`src/hdl/bcs_pkg.sv`:
```
// Constants, types and helpers for the baseline sequencing slice.
// Assumes a 10 MHz pclk and a 12-bit program store outside the block.
package bcs_pkg;

  // Program counter and memory variants
  localparam int         PC_W      = 11;
  localparam logic [1:0] VAR_512   = 2'h0;
  localparam logic [1:0] VAR_1K    = 2'h1;
  localparam logic [1:0] VAR_2K    = 2'h2;
  localparam logic [10:0] MASK_512 = 11'h1FF;
  localparam logic [10:0] MASK_1K  = 11'h3FF;
  localparam logic [10:0] MASK_2K  = 11'h7FF;
  localparam logic [10:0] ADDR_ZERO = 11'h000;
  localparam logic [10:0] PC_STEP  = 11'h001;

  // Timing
  localparam int CLK_PERIOD_NS = 100;
  localparam int HOLD_TIME_NS  = 18_000_000;
  localparam int HOLD_CYCLES   =
    (HOLD_TIME_NS + CLK_PERIOD_NS - 1) / CLK_PERIOD_NS;
  localparam logic [7:0] GUARD_LIMIT = 8'hFF;

  // APB register byte offsets
  localparam logic [7:0] OFS_CTRL  = 8'h00;
  localparam logic [7:0] OFS_STATE = 8'h04;
  localparam logic [7:0] OFS_ACC   = 8'h08;
  localparam logic [7:0] OFS_FLAGS = 8'h0C;
  localparam logic [7:0] OFS_DIR   = 8'h10;

  // Data file map
  localparam logic [4:0] FA_STATUS = 5'h03;
  localparam logic [4:0] FA_PTR    = 5'h04;
  localparam logic [4:0] FA_DIR5   = 5'h05;
  localparam logic [4:0] FA_DIR6   = 5'h06;
  localparam logic [4:0] FA_DIR7   = 5'h07;
  localparam logic [4:0] FA_BANKED = 5'h10;
  localparam int         FILE_DEPTH = 80;

  // Opcode masks and patterns
  localparam logic [11:0] SUB_MASK  = 12'hFC0;
  localparam logic [11:0] SUB_PAT   = 12'h080;
  localparam logic [11:0] SWAP_PAT  = 12'h380;
  localparam logic [11:0] DIRL_MASK = 12'hFF8;
  localparam logic [11:0] DIRL_PAT  = 12'h000;
  localparam logic [11:0] GOTO_MASK = 12'hE00;
  localparam logic [11:0] GOTO_PAT  = 12'hA00;
  localparam logic [11:0] OP_SLEEP  = 12'h003;
  localparam logic [11:0] OP_GCLEAR = 12'h004;

  // Reset values
  localparam logic [7:0] STATUS_RESET = 8'h18;
  localparam logic [7:0] PTR_RESET    = 8'h00;
  localparam logic [7:0] DIR_RESET    = 8'hFF;
  localparam logic [7:0] BYTE_ZERO    = 8'h00;

  typedef enum logic [1:0] {ST_HOLD, ST_RUN, ST_SLEEP} bcs_state_type;

  typedef struct packed {
    logic [2:0] page;
    logic       timeout_n;
    logic       powerdown_n;
    logic       zero;
    logic       nibble_overflow_flag;
    logic       carry;
  } bcs_status_type;

  // Implemented address mask; doubles as the reset vector
  function automatic logic [10:0] pc_mask(input logic [1:0] variant);
    if (variant == VAR_512) begin
      pc_mask = MASK_512;
    end else if (variant == VAR_1K) begin
      pc_mask = MASK_1K;
    end else begin
      pc_mask = MASK_2K;
    end
  endfunction

endpackage

```
`src/hdl/bcs_hold_timer.sv`:
```
// Reset-hold timer: keeps the core held after reset or restart.
// Assumes a clock enable qualifying every cycle it counts.
`timescale 1ns/1ps
module bcs_hold_timer #(
  parameter int HOLD_CYCLES = bcs_pkg::HOLD_CYCLES
) (
  // Clock and reset
  input  wire logic pclk,
  input  wire logic presetn,
  input  wire logic ce,
  // Control
  input  wire logic restart,
  output logic      busy
);
  localparam int CW = $clog2(HOLD_CYCLES + 1);
  logic [CW-1:0] count;

  assign busy = (count != CW'(HOLD_CYCLES));

  always_ff @(posedge pclk or negedge presetn) begin
    if (!presetn) begin
      count <= '0;
    end else if (ce) begin
      if (restart) begin
        count <= '0;
      end else if (busy) begin
        count <= CW'(count + 1'b1); // [RULE11]
      end
    end
  end

  a_hold_release: assert property (@(posedge pclk) disable iff (!presetn)
    ce && busy && !restart && count == CW'(HOLD_CYCLES - 1)
      |=> !busy) // [RULE11]
    else $error("hold timer did not release at its count");
endmodule // bcs_hold_timer

```
`src/hdl/bcs_guard_timer.sv`:
```
// Guard timer counting ticks of its own free-running oscillator.
// Assumes osc_tick is already a one-cycle pulse synchronous to pclk.
`timescale 1ns/1ps
module bcs_guard_timer (
  // Clock and reset
  input  wire logic pclk,
  input  wire logic presetn,
  input  wire logic ce,
  // Control
  input  wire logic fuse,
  input  wire logic osc_tick,
  input  wire logic clear,
  output logic      timeout
);
  logic [7:0] count;

  always_ff @(posedge pclk or negedge presetn) begin
    if (!presetn) begin
      count   <= bcs_pkg::BYTE_ZERO;
      timeout <= 1'b0;
    end else if (ce) begin
      timeout <= 1'b0;
      // Only the fuse stops it; software reaches here only through clear, which restarts the count
      if (!fuse || clear) begin // [RULE9]
        count <= bcs_pkg::BYTE_ZERO;
      end else if (osc_tick) begin // [RULE10]
        if (count == bcs_pkg::GUARD_LIMIT) begin
          count   <= bcs_pkg::BYTE_ZERO;
          timeout <= 1'b1;
        end else begin
          count <= 8'(count + 8'h01);
        end
      end
    end
  end

  a_guard_fused: assert property (@(posedge pclk) disable iff (!presetn)
    !fuse |=> !timeout) // [RULE9]
    else $error("guard timer fired while fused off");
endmodule // bcs_guard_timer

```
`src/hdl/bcs_core.sv`:
```
// Sequencing slice of a baseline 8-bit core with an APB window.
// Assumes prog_data answers prog_addr within the same cycle.
//
// Our own choices: the APB slave port and the placing of the registers.
`timescale 1ns/1ps
// Behaviour
// [RULE1] Smallest variant: 9-bit counter over 512 twelve-bit words.
// [RULE2] Mid variant: 10-bit counter over 1K twelve-bit words.
// [RULE3] Largest variant: 11-bit counter over 2K twelve-bit words.
// [RULE4] Addresses past the implemented size wrap; high bits ignored.
// [RULE5] Start at reset vector; a no-op there rolls over to zero.
// [RULE6] Reset vector is the last word: 1FF, 3FF or 7FF.
// [RULE7] Above 512 words, page bits in status pick the program page.
// [RULE8] Above 32 file registers, pointer upper bits pick the bank.
// [RULE9] Only the configuration fuse can disable the guard timer.
// [RULE10] Guard timer counts its own oscillator, not the core clock.
// [RULE11] Core held about 18 ms after reset for oscillator start.
// [RULE12] Sleep halts execution; wake only by reset or guard timeout.
// [RULE13] Subtract gives file minus accumulator, sets flags, picks dest.
// [RULE14] Nibble swap exchanges halves, picks dest, flags untouched.
// [RULE15] Direction load copies accumulator to register 5, 6 or 7.
// [RULE16] Subtract carry is inverted borrow: set unless underflow.
// [RULE17] These three instructions take one word and one cycle.
module bcs_core #(
  parameter int HOLD_CYCLES = bcs_pkg::HOLD_CYCLES
) (
  // Clock, reset, enable
  input  wire logic        pclk,
  input  wire logic        presetn,
  input  wire logic        ce,
  // APB slave
  input  wire logic [7:0]  paddr,
  input  wire logic        psel,
  input  wire logic        penable,
  input  wire logic        pwrite,
  input  wire logic [31:0] pwdata,
  output logic      [31:0] prdata,
  output logic             pready,
  output logic             pslverr,
  // Program store
  output logic      [10:0] prog_addr,
  input  wire logic [11:0] prog_data,
  // Guard timer
  input  wire logic        guard_timer_fuse,
  input  wire logic        guard_osc_tick,
  // Port direction registers and status
  output logic      [7:0]  port_dir_5,
  output logic      [7:0]  port_dir_6,
  output logic      [7:0]  port_dir_7,
  output logic             sleeping
);
  bcs_pkg::bcs_state_type  state;
  bcs_pkg::bcs_status_type status;
  logic [10:0] pc;
  logic [10:0] next_pc;
  logic [10:0] mask;
  logic [1:0]  variant;
  logic [7:0]  acc;
  logic [7:0]  file_select_pointer;
  logic [7:0]  file_mem [bcs_pkg::FILE_DEPTH];
  logic        hold_busy;
  logic        timeout;
  logic        exec;
  logic [11:0] instr;
  logic [4:0]  faddr;
  logic        dest_file;
  logic [6:0]  fidx;
  logic [7:0]  fval;
  logic [8:0]  diff;
  logic [4:0]  ndiff;
  logic [7:0]  result;
  logic        subtract_acc_from_file;
  logic        nibble_exchange_op;
  logic        port_direction_load;
  logic        op_goto;
  logic        op_sleep;
  logic        op_gclear;
  logic        wr_file;
  logic        wr_acc;
  logic        apb_wr;
  logic        apb_hit;
  logic [31:0] rd_value;

  // Banked entries follow the 16 unbanked ones
  function automatic logic [6:0] file_index(
    input logic [4:0] f, input logic [7:0] ptr, input logic [1:0] v);
    logic [1:0] bank;
    bank = (v == bcs_pkg::VAR_512) ? 2'h0 : ptr[6:5]; // [RULE8]
    if (f < bcs_pkg::FA_BANKED) begin
      file_index = {3'h0, f[3:0]};
    end else begin
      file_index = 7'(7'h10 + {3'h0, bank, f[3:0]});
    end
  endfunction

  // Sequencing
  assign mask      = bcs_pkg::pc_mask(variant); // [RULE1] [RULE2] [RULE3]
  assign prog_addr = pc;
  assign instr     = prog_data;
  assign sleeping  = (state == bcs_pkg::ST_SLEEP);
  assign exec      = ce && state == bcs_pkg::ST_RUN && !timeout;

  bcs_hold_timer #(
    .HOLD_CYCLES (HOLD_CYCLES)
  ) u_hold (
    .pclk    (pclk),
    .presetn (presetn),
    .ce      (ce),
    .restart (timeout),
    .busy    (hold_busy)
  );

  bcs_guard_timer u_guard (
    .pclk     (pclk),
    .presetn  (presetn),
    .ce       (ce),
    .fuse     (guard_timer_fuse),
    .osc_tick (guard_osc_tick),
    .clear    (exec && (op_gclear || op_sleep)),
    .timeout  (timeout)
  );

  // Decode
  always_comb begin
    faddr     = instr[4:0];
    dest_file = instr[5];
    subtract_acc_from_file =
      (instr & bcs_pkg::SUB_MASK) == bcs_pkg::SUB_PAT;
    nibble_exchange_op =
      (instr & bcs_pkg::SUB_MASK) == bcs_pkg::SWAP_PAT;
    port_direction_load =
      (instr & bcs_pkg::DIRL_MASK) == bcs_pkg::DIRL_PAT &&
      instr[2:0] >= bcs_pkg::FA_DIR5[2:0];
    op_goto   = (instr & bcs_pkg::GOTO_MASK) == bcs_pkg::GOTO_PAT;
    op_sleep  = instr == bcs_pkg::OP_SLEEP;
    op_gclear = instr == bcs_pkg::OP_GCLEAR;
  end

  // Operand fetch and arithmetic
  always_comb begin
    fidx = file_index(faddr, file_select_pointer, variant);
    if (faddr == bcs_pkg::FA_STATUS) begin
      fval = status;
    end else if (faddr == bcs_pkg::FA_PTR) begin
      fval = file_select_pointer;
    end else begin
      fval = file_mem[fidx];
    end
    diff  = 9'({1'b0, fval} - {1'b0, acc}); // [RULE13]
    ndiff = 5'({1'b0, fval[3:0]} - {1'b0, acc[3:0]});
    if (nibble_exchange_op) begin
      result = {fval[3:0], fval[7:4]}; // [RULE14]
    end else begin
      result = diff[7:0];
    end
    wr_file = exec && (subtract_acc_from_file || nibble_exchange_op)
              && dest_file;
    wr_acc  = exec && (subtract_acc_from_file || nibble_exchange_op)
              && !dest_file;
  end

  // Page bits feed jumps; every address folds into the mask
  always_comb begin
    if (op_goto) begin
      next_pc = {status.page[1:0], instr[8:0]} & mask; // [RULE7]
    end else begin
      next_pc = 11'(pc + bcs_pkg::PC_STEP) & mask; // [RULE4] [RULE5]
    end
  end

  always_ff @(posedge pclk or negedge presetn) begin
    if (!presetn) begin
      state <= bcs_pkg::ST_HOLD;
      pc    <= bcs_pkg::ADDR_ZERO;
    end else if (ce) begin
      case (state)
        bcs_pkg::ST_HOLD: begin
          pc <= mask; // [RULE6] [RULE11]
          if (!hold_busy) begin
            state <= bcs_pkg::ST_RUN;
          end
        end
        bcs_pkg::ST_RUN: begin
          if (timeout) begin
            state <= bcs_pkg::ST_HOLD;
          end else begin
            pc <= next_pc; // [RULE17]
            if (op_sleep) begin
              state <= bcs_pkg::ST_SLEEP;
            end
          end
        end
        bcs_pkg::ST_SLEEP: begin
          if (timeout) begin
            state <= bcs_pkg::ST_HOLD; // [RULE12]
          end
        end
        default: begin
          state <= bcs_pkg::ST_HOLD;
        end
      endcase
    end
  end

  // Accumulator
  always_ff @(posedge pclk or negedge presetn) begin
    if (!presetn) begin
      acc <= bcs_pkg::BYTE_ZERO;
    end else if (wr_acc) begin
      acc <= result; // [RULE13] [RULE14]
    end
  end

  // General file registers; no reset, as on the real array
  always_ff @(posedge pclk) begin
    if (wr_file && faddr != bcs_pkg::FA_STATUS
        && faddr != bcs_pkg::FA_PTR) begin
      file_mem[fidx] <= result;
    end
  end

  // File select pointer
  always_ff @(posedge pclk or negedge presetn) begin
    if (!presetn) begin
      file_select_pointer <= bcs_pkg::PTR_RESET;
    end else if (wr_file && faddr == bcs_pkg::FA_PTR) begin
      file_select_pointer <= result;
    end
  end

  // Status: arithmetic flags win over a direct write of the register
  always_ff @(posedge pclk or negedge presetn) begin
    if (!presetn) begin
      status <= bcs_pkg::STATUS_RESET;
    end else if (ce) begin
      if (timeout) begin
        status.timeout_n <= 1'b0;
        status.page      <= 3'h0;
      end else if (exec) begin
        if (wr_file && faddr == bcs_pkg::FA_STATUS) begin
          status.page                 <= result[7:5];
          status.zero                 <= result[2];
          status.nibble_overflow_flag <= result[1];
          status.carry                <= result[0];
        end
        if (subtract_acc_from_file) begin
          status.carry                <= !diff[8]; // [RULE16]
          status.nibble_overflow_flag <= !ndiff[4];
          status.zero <= (diff[7:0] == bcs_pkg::BYTE_ZERO); // [RULE13]
        end
        if (op_gclear || op_sleep) begin
          status.timeout_n   <= 1'b1;
          status.powerdown_n <= !op_sleep;
        end
      end
    end
  end

  // Direction registers
  always_ff @(posedge pclk or negedge presetn) begin
    if (!presetn) begin
      port_dir_5 <= bcs_pkg::DIR_RESET;
      port_dir_6 <= bcs_pkg::DIR_RESET;
      port_dir_7 <= bcs_pkg::DIR_RESET;
    end else if (exec && port_direction_load) begin
      if (instr[2:0] == bcs_pkg::FA_DIR5[2:0]) begin
        port_dir_5 <= acc; // [RULE15]
      end else if (instr[2:0] == bcs_pkg::FA_DIR6[2:0]) begin
        port_dir_6 <= acc; // [RULE15]
      end else begin
        port_dir_7 <= acc; // [RULE15]
      end
    end
  end

  // APB: zero wait states; read data captured in the setup cycle
  assign pready  = 1'b1;
  assign apb_wr  = psel && penable && pwrite && ce;
  assign pslverr = psel && penable && !apb_hit;

  always_comb begin
    apb_hit  = 1'b1;
    rd_value = 32'h0000_0000;
    if (paddr == bcs_pkg::OFS_CTRL) begin
      rd_value = {30'h0000_0000, variant};
    end else if (paddr == bcs_pkg::OFS_STATE) begin
      rd_value = {14'h0000, sleeping, hold_busy, 5'h00, pc};
    end else if (paddr == bcs_pkg::OFS_ACC) begin
      rd_value = {24'h00_0000, acc};
    end else if (paddr == bcs_pkg::OFS_FLAGS) begin
      rd_value = {24'h00_0000, status};
    end else if (paddr == bcs_pkg::OFS_DIR) begin
      rd_value = {8'h00, port_dir_7, port_dir_6, port_dir_5};
    end else begin
      apb_hit = 1'b0;
    end
  end

  always_ff @(posedge pclk or negedge presetn) begin
    if (!presetn) begin
      prdata <= 32'h0000_0000;
    end else if (ce && psel && !penable) begin
      prdata <= rd_value;
    end
  end

  // Variant select; reserved code 3 behaves as the largest store
  always_ff @(posedge pclk or negedge presetn) begin
    if (!presetn) begin
      variant <= bcs_pkg::VAR_2K;
    end else if (apb_wr && paddr == bcs_pkg::OFS_CTRL) begin
      variant <= pwdata[1:0];
    end
  end

  // Checks
  a_pc_wraps: assert property (@(posedge pclk) disable iff (!presetn)
    state == bcs_pkg::ST_RUN |-> (pc & ~mask) == 11'h000) // [RULE4]
    else $error("program counter outside implemented range");

  a_vector_start: assert property (@(posedge pclk) disable iff (!presetn)
    $rose(state == bcs_pkg::ST_RUN) |-> pc == mask) // [RULE6]
    else $error("execution did not begin at the reset vector");

  a_vector_roll: assert property (@(posedge pclk) disable iff (!presetn)
    exec && pc == mask && instr == 12'h000 && $stable(variant)
      |=> pc == 11'h000) // [RULE5]
    else $error("no-op at last word did not roll to zero");

  a_sub_carry: assert property (@(posedge pclk) disable iff (!presetn)
    exec && subtract_acc_from_file
      |=> status.carry == ($past(fval) >= $past(acc))) // [RULE16]
    else $error("subtract carry is not the inverted borrow");

  a_sub_dest: assert property (@(posedge pclk) disable iff (!presetn)
    exec && subtract_acc_from_file && !dest_file
      |=> acc == 8'($past(fval) - $past(acc))) // [RULE13]
    else $error("subtract result not in accumulator");

  a_swap_value: assert property (@(posedge pclk) disable iff (!presetn)
    exec && nibble_exchange_op && !dest_file
      |=> acc == {$past(fval[3:0]), $past(fval[7:4])}) // [RULE14]
    else $error("nibble swap result wrong");

  a_swap_flags: assert property (@(posedge pclk) disable iff (!presetn)
    exec && nibble_exchange_op && faddr != bcs_pkg::FA_STATUS
      |=> status[2:0] == $past(status[2:0])) // [RULE14]
    else $error("nibble swap altered flags");

  a_dir_load: assert property (@(posedge pclk) disable iff (!presetn)
    exec && port_direction_load && instr[2:0] == 3'h6
      |=> port_dir_6 == $past(acc) && status == $past(status)) // [RULE15]
    else $error("direction load wrong or touched flags");

  a_sleep_halt: assert property (@(posedge pclk) disable iff (!presetn)
    sleeping && !timeout |=> $stable(pc) && $stable(acc)) // [RULE12]
    else $error("core advanced while asleep");

  a_one_cycle: assert property (@(posedge pclk) disable iff (!presetn)
    exec && (subtract_acc_from_file || port_direction_load)
      |=> pc == (11'($past(pc) + 11'h001) & $past(mask))) // [RULE17]
    else $error("instruction did not finish in one cycle");
endmodule // bcs_core

```
`config.mk`:
```
export PLATFORM = sky130hd
export DESIGN_NAME = bcs_core
export DESIGN_NICKNAME = d
export VERILOG_FILES = /design/src/hdl/bcs_pkg.sv /design/src/hdl/bcs_hold_timer.sv /design/src/hdl/bcs_guard_timer.sv /design/src/hdl/bcs_core.sv
export SDC_FILE = /design/constraint.sdc
export NUM_CORES = 1
export LEC_CHECK = 0
export ABC_AREA = 1
export BUFFER_PORTS_ARGS = -buffer_cell sky130_fd_sc_hd__buf_2
export CAP_MARGIN = 20
export CORE_ASPECT_RATIO = 1.25
export CORE_MARGIN = 1.5
export CORE_UTILIZATION = 40
export CTS_BUF_LIST = sky130_fd_sc_hd__clkbuf_2 sky130_fd_sc_hd__clkbuf_4 sky130_fd_sc_hd__clkbuf_8
export DETAILED_ROUTE_END_ITERATION = 8
export GPL_TIMING_DRIVEN = 0
export PLACE_DENSITY = 0.64
export SLEW_MARGIN = 40
export SYNTH_ARGS = -nofsm -noshare
export SYNTH_HDL_FRONTEND = slang
export SYNTH_SLANG_ARGS = --single-unit
```
`constraint.sdc`:
```
create_clock -name pclk -period 9.8 [get_ports pclk]
set_input_delay 0.98 -clock pclk [delete_from_list [all_inputs] [get_ports pclk]]
set_output_delay 0.98 -clock pclk [all_outputs]
set_load 0.02 [all_outputs]
```
* Word-level counts from Yosys, hierarchy flattened
Memories as Yosys holds them, arrays and structs flattened.
Cells that the tools add are included.
** Operators by class
- Add/subtract/negate cells :: 6
- Magnitude comparators :: 2
- Equal/unequal tests :: 24
- Mux-type cells :: 41
- Bitwise operators :: 5
- Reduce and logical (&&, ||, !) cells :: 53
** Operator list (count)
- 24-bit 2-to-1 mux :: 5
- 8-bit 2-to-1 mux :: 7
- 11-bit 2-to-1 mux :: 4
- 18-bit 2-to-1 mux :: 2
- 11-bit AND :: 2
- 11-bit one-hot mux with 2 select lines :: 1
- 1-bit logical AND :: 19
- 18-bit by 1-bit adder with 18-bit output, second input constant :: 1
- 18-bit inequality test, second input constant :: 1
- 8-bit by 4-bit == test with 1-bit output, second input constant :: 2
- 8-bit logical NOT :: 2
- 3-bit AND reduction :: 5
- 2-bit nonzero test :: 7
- 12-bit by 2-bit == test with 1-bit output, second input constant :: 1
- 12-bit by 3-bit == test with 1-bit output, second input constant :: 1
- 12-bit logical NOT :: 1
- 2-bit 2-to-1 mux :: 6
- 4-bit AND reduction :: 3
- 11-bit by 1-bit adder with 11-bit output, second input constant :: 1
- 1-bit 2-to-1 mux :: 10
- 3-bit == test, second input constant :: 3
- 3-bit 2-to-1 mux :: 3
- 8-bit by 8-bit subtractor with 9-bit output :: 1
- 8-bit by 1-bit adder with 8-bit output, second input constant :: 1
- 26 further kinds :: 42
** Storage, ports and cells
- Register bits after elaboration :: 122
- Bits in writable memories :: 640
- Input port bits :: 60
- Output and inout port bits :: 70
- Logic and storage cells :: 150
- Memories kept :: 1
** Memories
- file_mem :: words 80, width 8, rd ports 1, clocked after Yosys merged registers in 0, wr ports 1, line bcs_core.sv:60 : logic [7:0] file_mem [bcs_pkg::FILE_DEPTH];

* Depth between registers and ports, before layout
An unclocked memory read counts as a cell.
- Depth in word-level cells :: 13
- Gate-level depth with buffers :: 31
- Depth with buffers taken out :: 30

* By module
A second synthesis with hierarchy kept.
** Unflattened totals
- Cells, all modules :: 3096
- Area, all modules :: 32364.8 µm²
** Modules (own cells, without submodules)
- bcs_core :: times used 1, cells each 2814, area each 30503.0 µm², sequential area each 21429.3 µm²
- bcs_hold_timer :: times used 1, cells each 200, area each 1280.0 µm², sequential area each 450.4 µm²
- bcs_guard_timer :: times used 1, cells each 82, area each 581.8 µm², sequential area each 225.2 µm²

* Least setup slack after synthesis
OpenSTA, ideal clock, no wires.
- Path kind :: in2reg
- From :: input prog_data[1]
- To :: memory file_mem[0][6], data pin
- Setup time :: 0.409 ns
- Data arrival time :: 4.766 ns
- Data required time :: 9.391 ns
- Setup slack :: 4.625 ns
- Stages :: 26
- Path buffers :: 3
- Cell sequence :: buf_2 -> nand2_2 -> inv_2 -> buf_2 -> buf_2 -> a22oi_1 -> nand4_1 -> o211ai_1 -> nand2_1 -> nand2_1 -> nand3_1 -> nand2_1 -> nand2_1 -> inv_1 -> ha_1 -> inv_1 -> fa_1 -> a21oi_1 -> o21bai_1 -> nand2_1 -> nand2_1 -> nand2_1 -> nand2_1 -> xor2_1 -> nand2_1 -> and2_1
** On the way
- Cells in the longest elaborated chain, start to end :: 7
- Elaborated cells on any way between the ends :: 10
- Classes of those cells :: add/sub (2); order compare (1); eq/ne (2); mux (4); memory (1)
** RTL lines
- start, declared :: line bcs_core.sv:42 : input wire logic [11:0] prog_data,
- 5-bit by 6-bit adder with 7-bit output / 5-bit < comparator (equally long branches) :: line bcs_core.sv:92, bcs_core.sv:89
- 7-bit 2-to-1 mux :: line bcs_core.sv:89 : if (f < bcs_pkg::FA_BANKED) begin
- memory 80 x 8 bit
- 8-bit 2-to-1 mux :: line bcs_core.sv:144 : end else if (faddr == bcs_pkg::FA_PTR) begin
- 8-bit 2-to-1 mux * :: line bcs_core.sv:142 : if (faddr == bcs_pkg::FA_STATUS) begin
- 8-bit by 8-bit subtractor with 9-bit output :: line bcs_core.sv:149 : diff = 9'({1'b0, fval} - {1'b0, acc});
- 8-bit 2-to-1 mux * :: line bcs_core.sv:151 : if (nibble_exchange_op) begin
- via result[6] :: line bcs_core.sv:71 : logic [7:0] result;
- end, declared :: line bcs_core.sv:60
The timed path passes the listed nets; every way through them passes the cells marked *.

* Worst setup path in the final report
- From :: input prog_data[2]
- To :: memory file_mem[21][6], data pin
The elaborated chain is that of the path after synthesis.

==> impl_metrics.py <==
metrics = {
    "min_path": {
        "min_path_type": "in2async",
    },
    "power_and_ir_drop": {
        "p_clk_share_pct": 34.7,
        "intPower_w": 0.00580,
        "sw_frac_of_total_pct": 28.7,
        "vdd_drop_max_v": 0.000138,
        "power_w": 0.00813,
        "combPwrFrac_pct": 15.6,
        "netSwitchingPower_w": 0.00234,
        "power_frac_seq_pct": 49.7,
        "p_leak_nw": 14.1,
        "pwr_density_cell_mw_per_mm2": 222,
    },
    "critical_path": {
        "cp_max_fo": 44,
        "worstPathRequired_ps": 10380,
        "crit_path_top_delay_cell": "and2_4",
        "rrSetupSlack_ps": 4210,
        "worstPathArrival_ps": 6390,
        "endpoint_kind": "flop",
        "critPathKind": "in2reg",
        "crit_path_start": "prog_data[2]",
        "slowest_delay_ps": 490,
        "r2r-start": "variant[1]$_DFFE_PN1P_",
        "crit_end": "file_mem[21][6]$_DFFE_PP_",
        "crit_top_cell": "nand2_1",
        "r2r_cells": 23,
        "cp-start-kind": "input pin",
        "rr_endpoint": "file_mem[21][6]$_DFFE_PP_",
    },
    "layout": {
        "area_growth_pct": 15.0,
        "multi_input_area_mm2": 0.00881,
        "fillerInstances": 7229,
        "drive_gt1_share_pct": 14.8,
        "fin_nets": 3243,
        "seqCellArea_mm2": 0.0221,
        "mostFrequentLayoutCells": "nand2_1, edfxtp_1, nor2_1, nand3_1, inv_1",
        "final_common_cell": "nand2_1",
        "fin_area_mm2": 0.0366,
    },
    "clock_tree": {
        "cts-htree-levels": 3,
        "postCtsHoldBufs": 0,
        "clock_latency_ps": 810,
        "cts_buffer_depth": 3,
        "cts_sinks": 754,
        "path_clk_slew_ps": 70,
        "postCtsSetupBuffers": 0,
        "cts_resized": 0,
        "cts_root_buffer": "clkbuf_8",
        "numCtsBuffers": 120,
        "cts_tree": "yes",
    },
    "placed_design": {
        "port-buffer-count": 88,
        "dpl_cell_area_mm2": 0.0340,
        "dpl.hpwl_mm": 67.8,
        "gp_congestion": 1.01,
        "pre_cts_slack_ps": 3380,
    },
    "run": {
        "maxCapViolations": 0,
    },
    "global_route": {
        "grtUsageMet3_pct": 6.22,
        "use_met1_pct": 29.8,
        "grt_overflow": 0,
        "grt-busiest-layer": "met2",
        "grt_start_max_net_pins": 59,
        "grt_use_met2_pct": 39.9,
        "grtUsageTotal_pct": 24.6,
        "grt_pass1_vias": 22500,
        "antenna_found_initial": 4,
        "grt_pass1_wl_mm": 147,
    },
    "floorplan": {
        "die_w_um": 255,
        "initial_utilization_pct": 40.5,
        "num_rows": 115,
        "dieArea_mm2": 0.0813,
        "core_mm2": 0.0787,
        "fp.dieH_um": 318,
        "ioPinCount": 130,
    },
    "timing": {
        "holdWs_ps": 149,
        "setup_ws_ps": 3990,
        "clock_skew_ps": 57.3,
        "rsz0062_at_grt": "no",
        "max_freq_mhz": 172,
        "slew_headroom_pct": 38.5,
        "tightestPinTransition_ps": 923,
        "hold_viol": 0,
        "fin_crit_ps": 5810,
        "drv_slew": 0,
        "finalSetupViolations": 0,
        "tns_ps": 0,
        "period_share_pct": 59.3,
    },
    "routing": {
        "first_pass_iters": 8,
        "wl_mm": 101,
        "viasPerCell": 5.46,
        "ant_nets": 0,
        "num_vias": 23600,
        "wl_per_cell_um": 23.4,
        "first_iter_violations": 2886,
        "drc": 0,
    },
    "yosys": {
        "netlist_instances": 2923,
        "netlist_area_mm2": 0.0318,
        "synthTopCellsByArea": "edfxtp_1, nand2_1, dfrtp_1",
        "avgSynthCellArea_um2": 10.9,
        "synth-seq-cells": 754,
        "yosys_warnings": 0,
        "synth_cell_type_count": 47,
        "synth_top_area_share_pct": 60.4,
        "synthArstFlopShare_pct": 15.1,
        "yosysSeqAreaShare_pct": 69.4,
        "synth-edff-count": 640,
        "synth.largest_area_cell": "edfxtp_1",
        "ys.flop_type": "edfxtp_1",
    },
    "status": {
        "status": "complete, no violations",
    },
}
worst min path at each step:
stage / end / slack [ps] / cells after the start
final: status[7]$_DFFE_PN0P_ / 150 / 1
after CTS: status[7]$_DFFE_PN0P_ / 120 / 1
after detailed placement: prdata[11]$_DFFE_PN0P_ / 460 / 2
after global routing: status[7]$_DFFE_PN0P_ / 150 / 1
after global placement: prdata[11]$_DFFE_PN0P_ / 460 / 2
after floorplan: acc[3]$_DFFE_PN0P_ / 450 / 2
layer usage:
metal,vias to the layer above,routed length (µm)
met5,-,23
met4,4,6310
met3,354,10700
met2,1446,47200
met1,11300,37200
li1,10500,-
state kept, by name (all words and copies together), names as in the netlist:
signal and count:
file_mem 640, file_select_pointer 8, u_guard.count 8, port_dir_6 8
prog_addr 11, port_dir_7 8, acc 8, u_guard.timeout 1
variant 2, u_hold.count 18, port_dir_5 8, prdata 24
state 2, status 8
cells by family after synthesis:
group,count (synthesis),synth area share (%)
AND/OR/NAND/NOR,1557,20.2
flip-flops,754,69.4
AO/OA/AOI/OAI,289,5.52
buffers and inverters,287,3.64
XOR/XNOR,17,0.468
adder cells (fa/ha/maj),15,0.613
other,2,0.0236
multiplexers,2,0.0707
layout make-up:
| cell class | count | area share [%] |
|---|---|---|
| Timing Repair Buffer | 100 | 1.81 |
| Multi-Input combinational cell | 1905 | 24.1 |
| Antenna cell | 1 | 0.00684 |
| Buffer | 131 | 1.63 |
| Clock buffer | 176 | 5.78 |
| Inverter | 156 | 1.61 |
| Clock inverter | 49 | 1.10 |
| Tap cell | 1053 | 3.60 |
| Sequential cell | 754 | 60.4 |
power groups by stage:
| stage | clock (W) | combinational, W | sequential [W] |
|---|---|---|---|
| finish | 0.00282 | 0.00127 | 0.00404 |
| global route | 0.00298 | 0.00135 | 0.00405 |
| CTS | 0.00284 | 0.00124 | 0.00404 |
| detailed placement | 0 | 0.00124 | 0.00411 |
| global placement | 0 | 0.00111 | 0.00418 |
| floorplan | 0 | 0.000618 | 0.00414 |
cell usage after synthesis, drive strengths merged, types with 7 or more instances:
| library cell | n |
|---|---|
| a21oi | 76 |
| a22oi | 83 |
| and2 | 18 |
| buf | 68 |
| clkbuf | 63 |
| dfrtp | 87 |
| dfstp | 27 |
| edfxtp | 640 |
| ha | 14 |
| inv | 150 |
| nand2 | 1027 |
| nand3 | 171 |
| nand4 | 86 |
| nor2 | 225 |
| nor3 | 16 |
| o211ai | 14 |
| o21ai | 92 |
| o31ai | 7 |
| xor2 | 14 |
critical path, delay by kind of cell:
kind	cells	cell delay, ps
buffers and inverters	7	1620
xor gates and xnor gates	1	160
adders and majority gates	2	560
and+or+nand+nor	17	2670
AOI/OAI and AO/OA	2	330
per-stage QoR:
step	utilization, %	cells
after CTS	46.4	4322
after global placement	42.8	4087
after detailed placement	43.2	4097
after floorplan	-	2946
final	46.5	4325
after global routing	46.5	4325
Note: power is estimated with default switching activity, not from simulation.
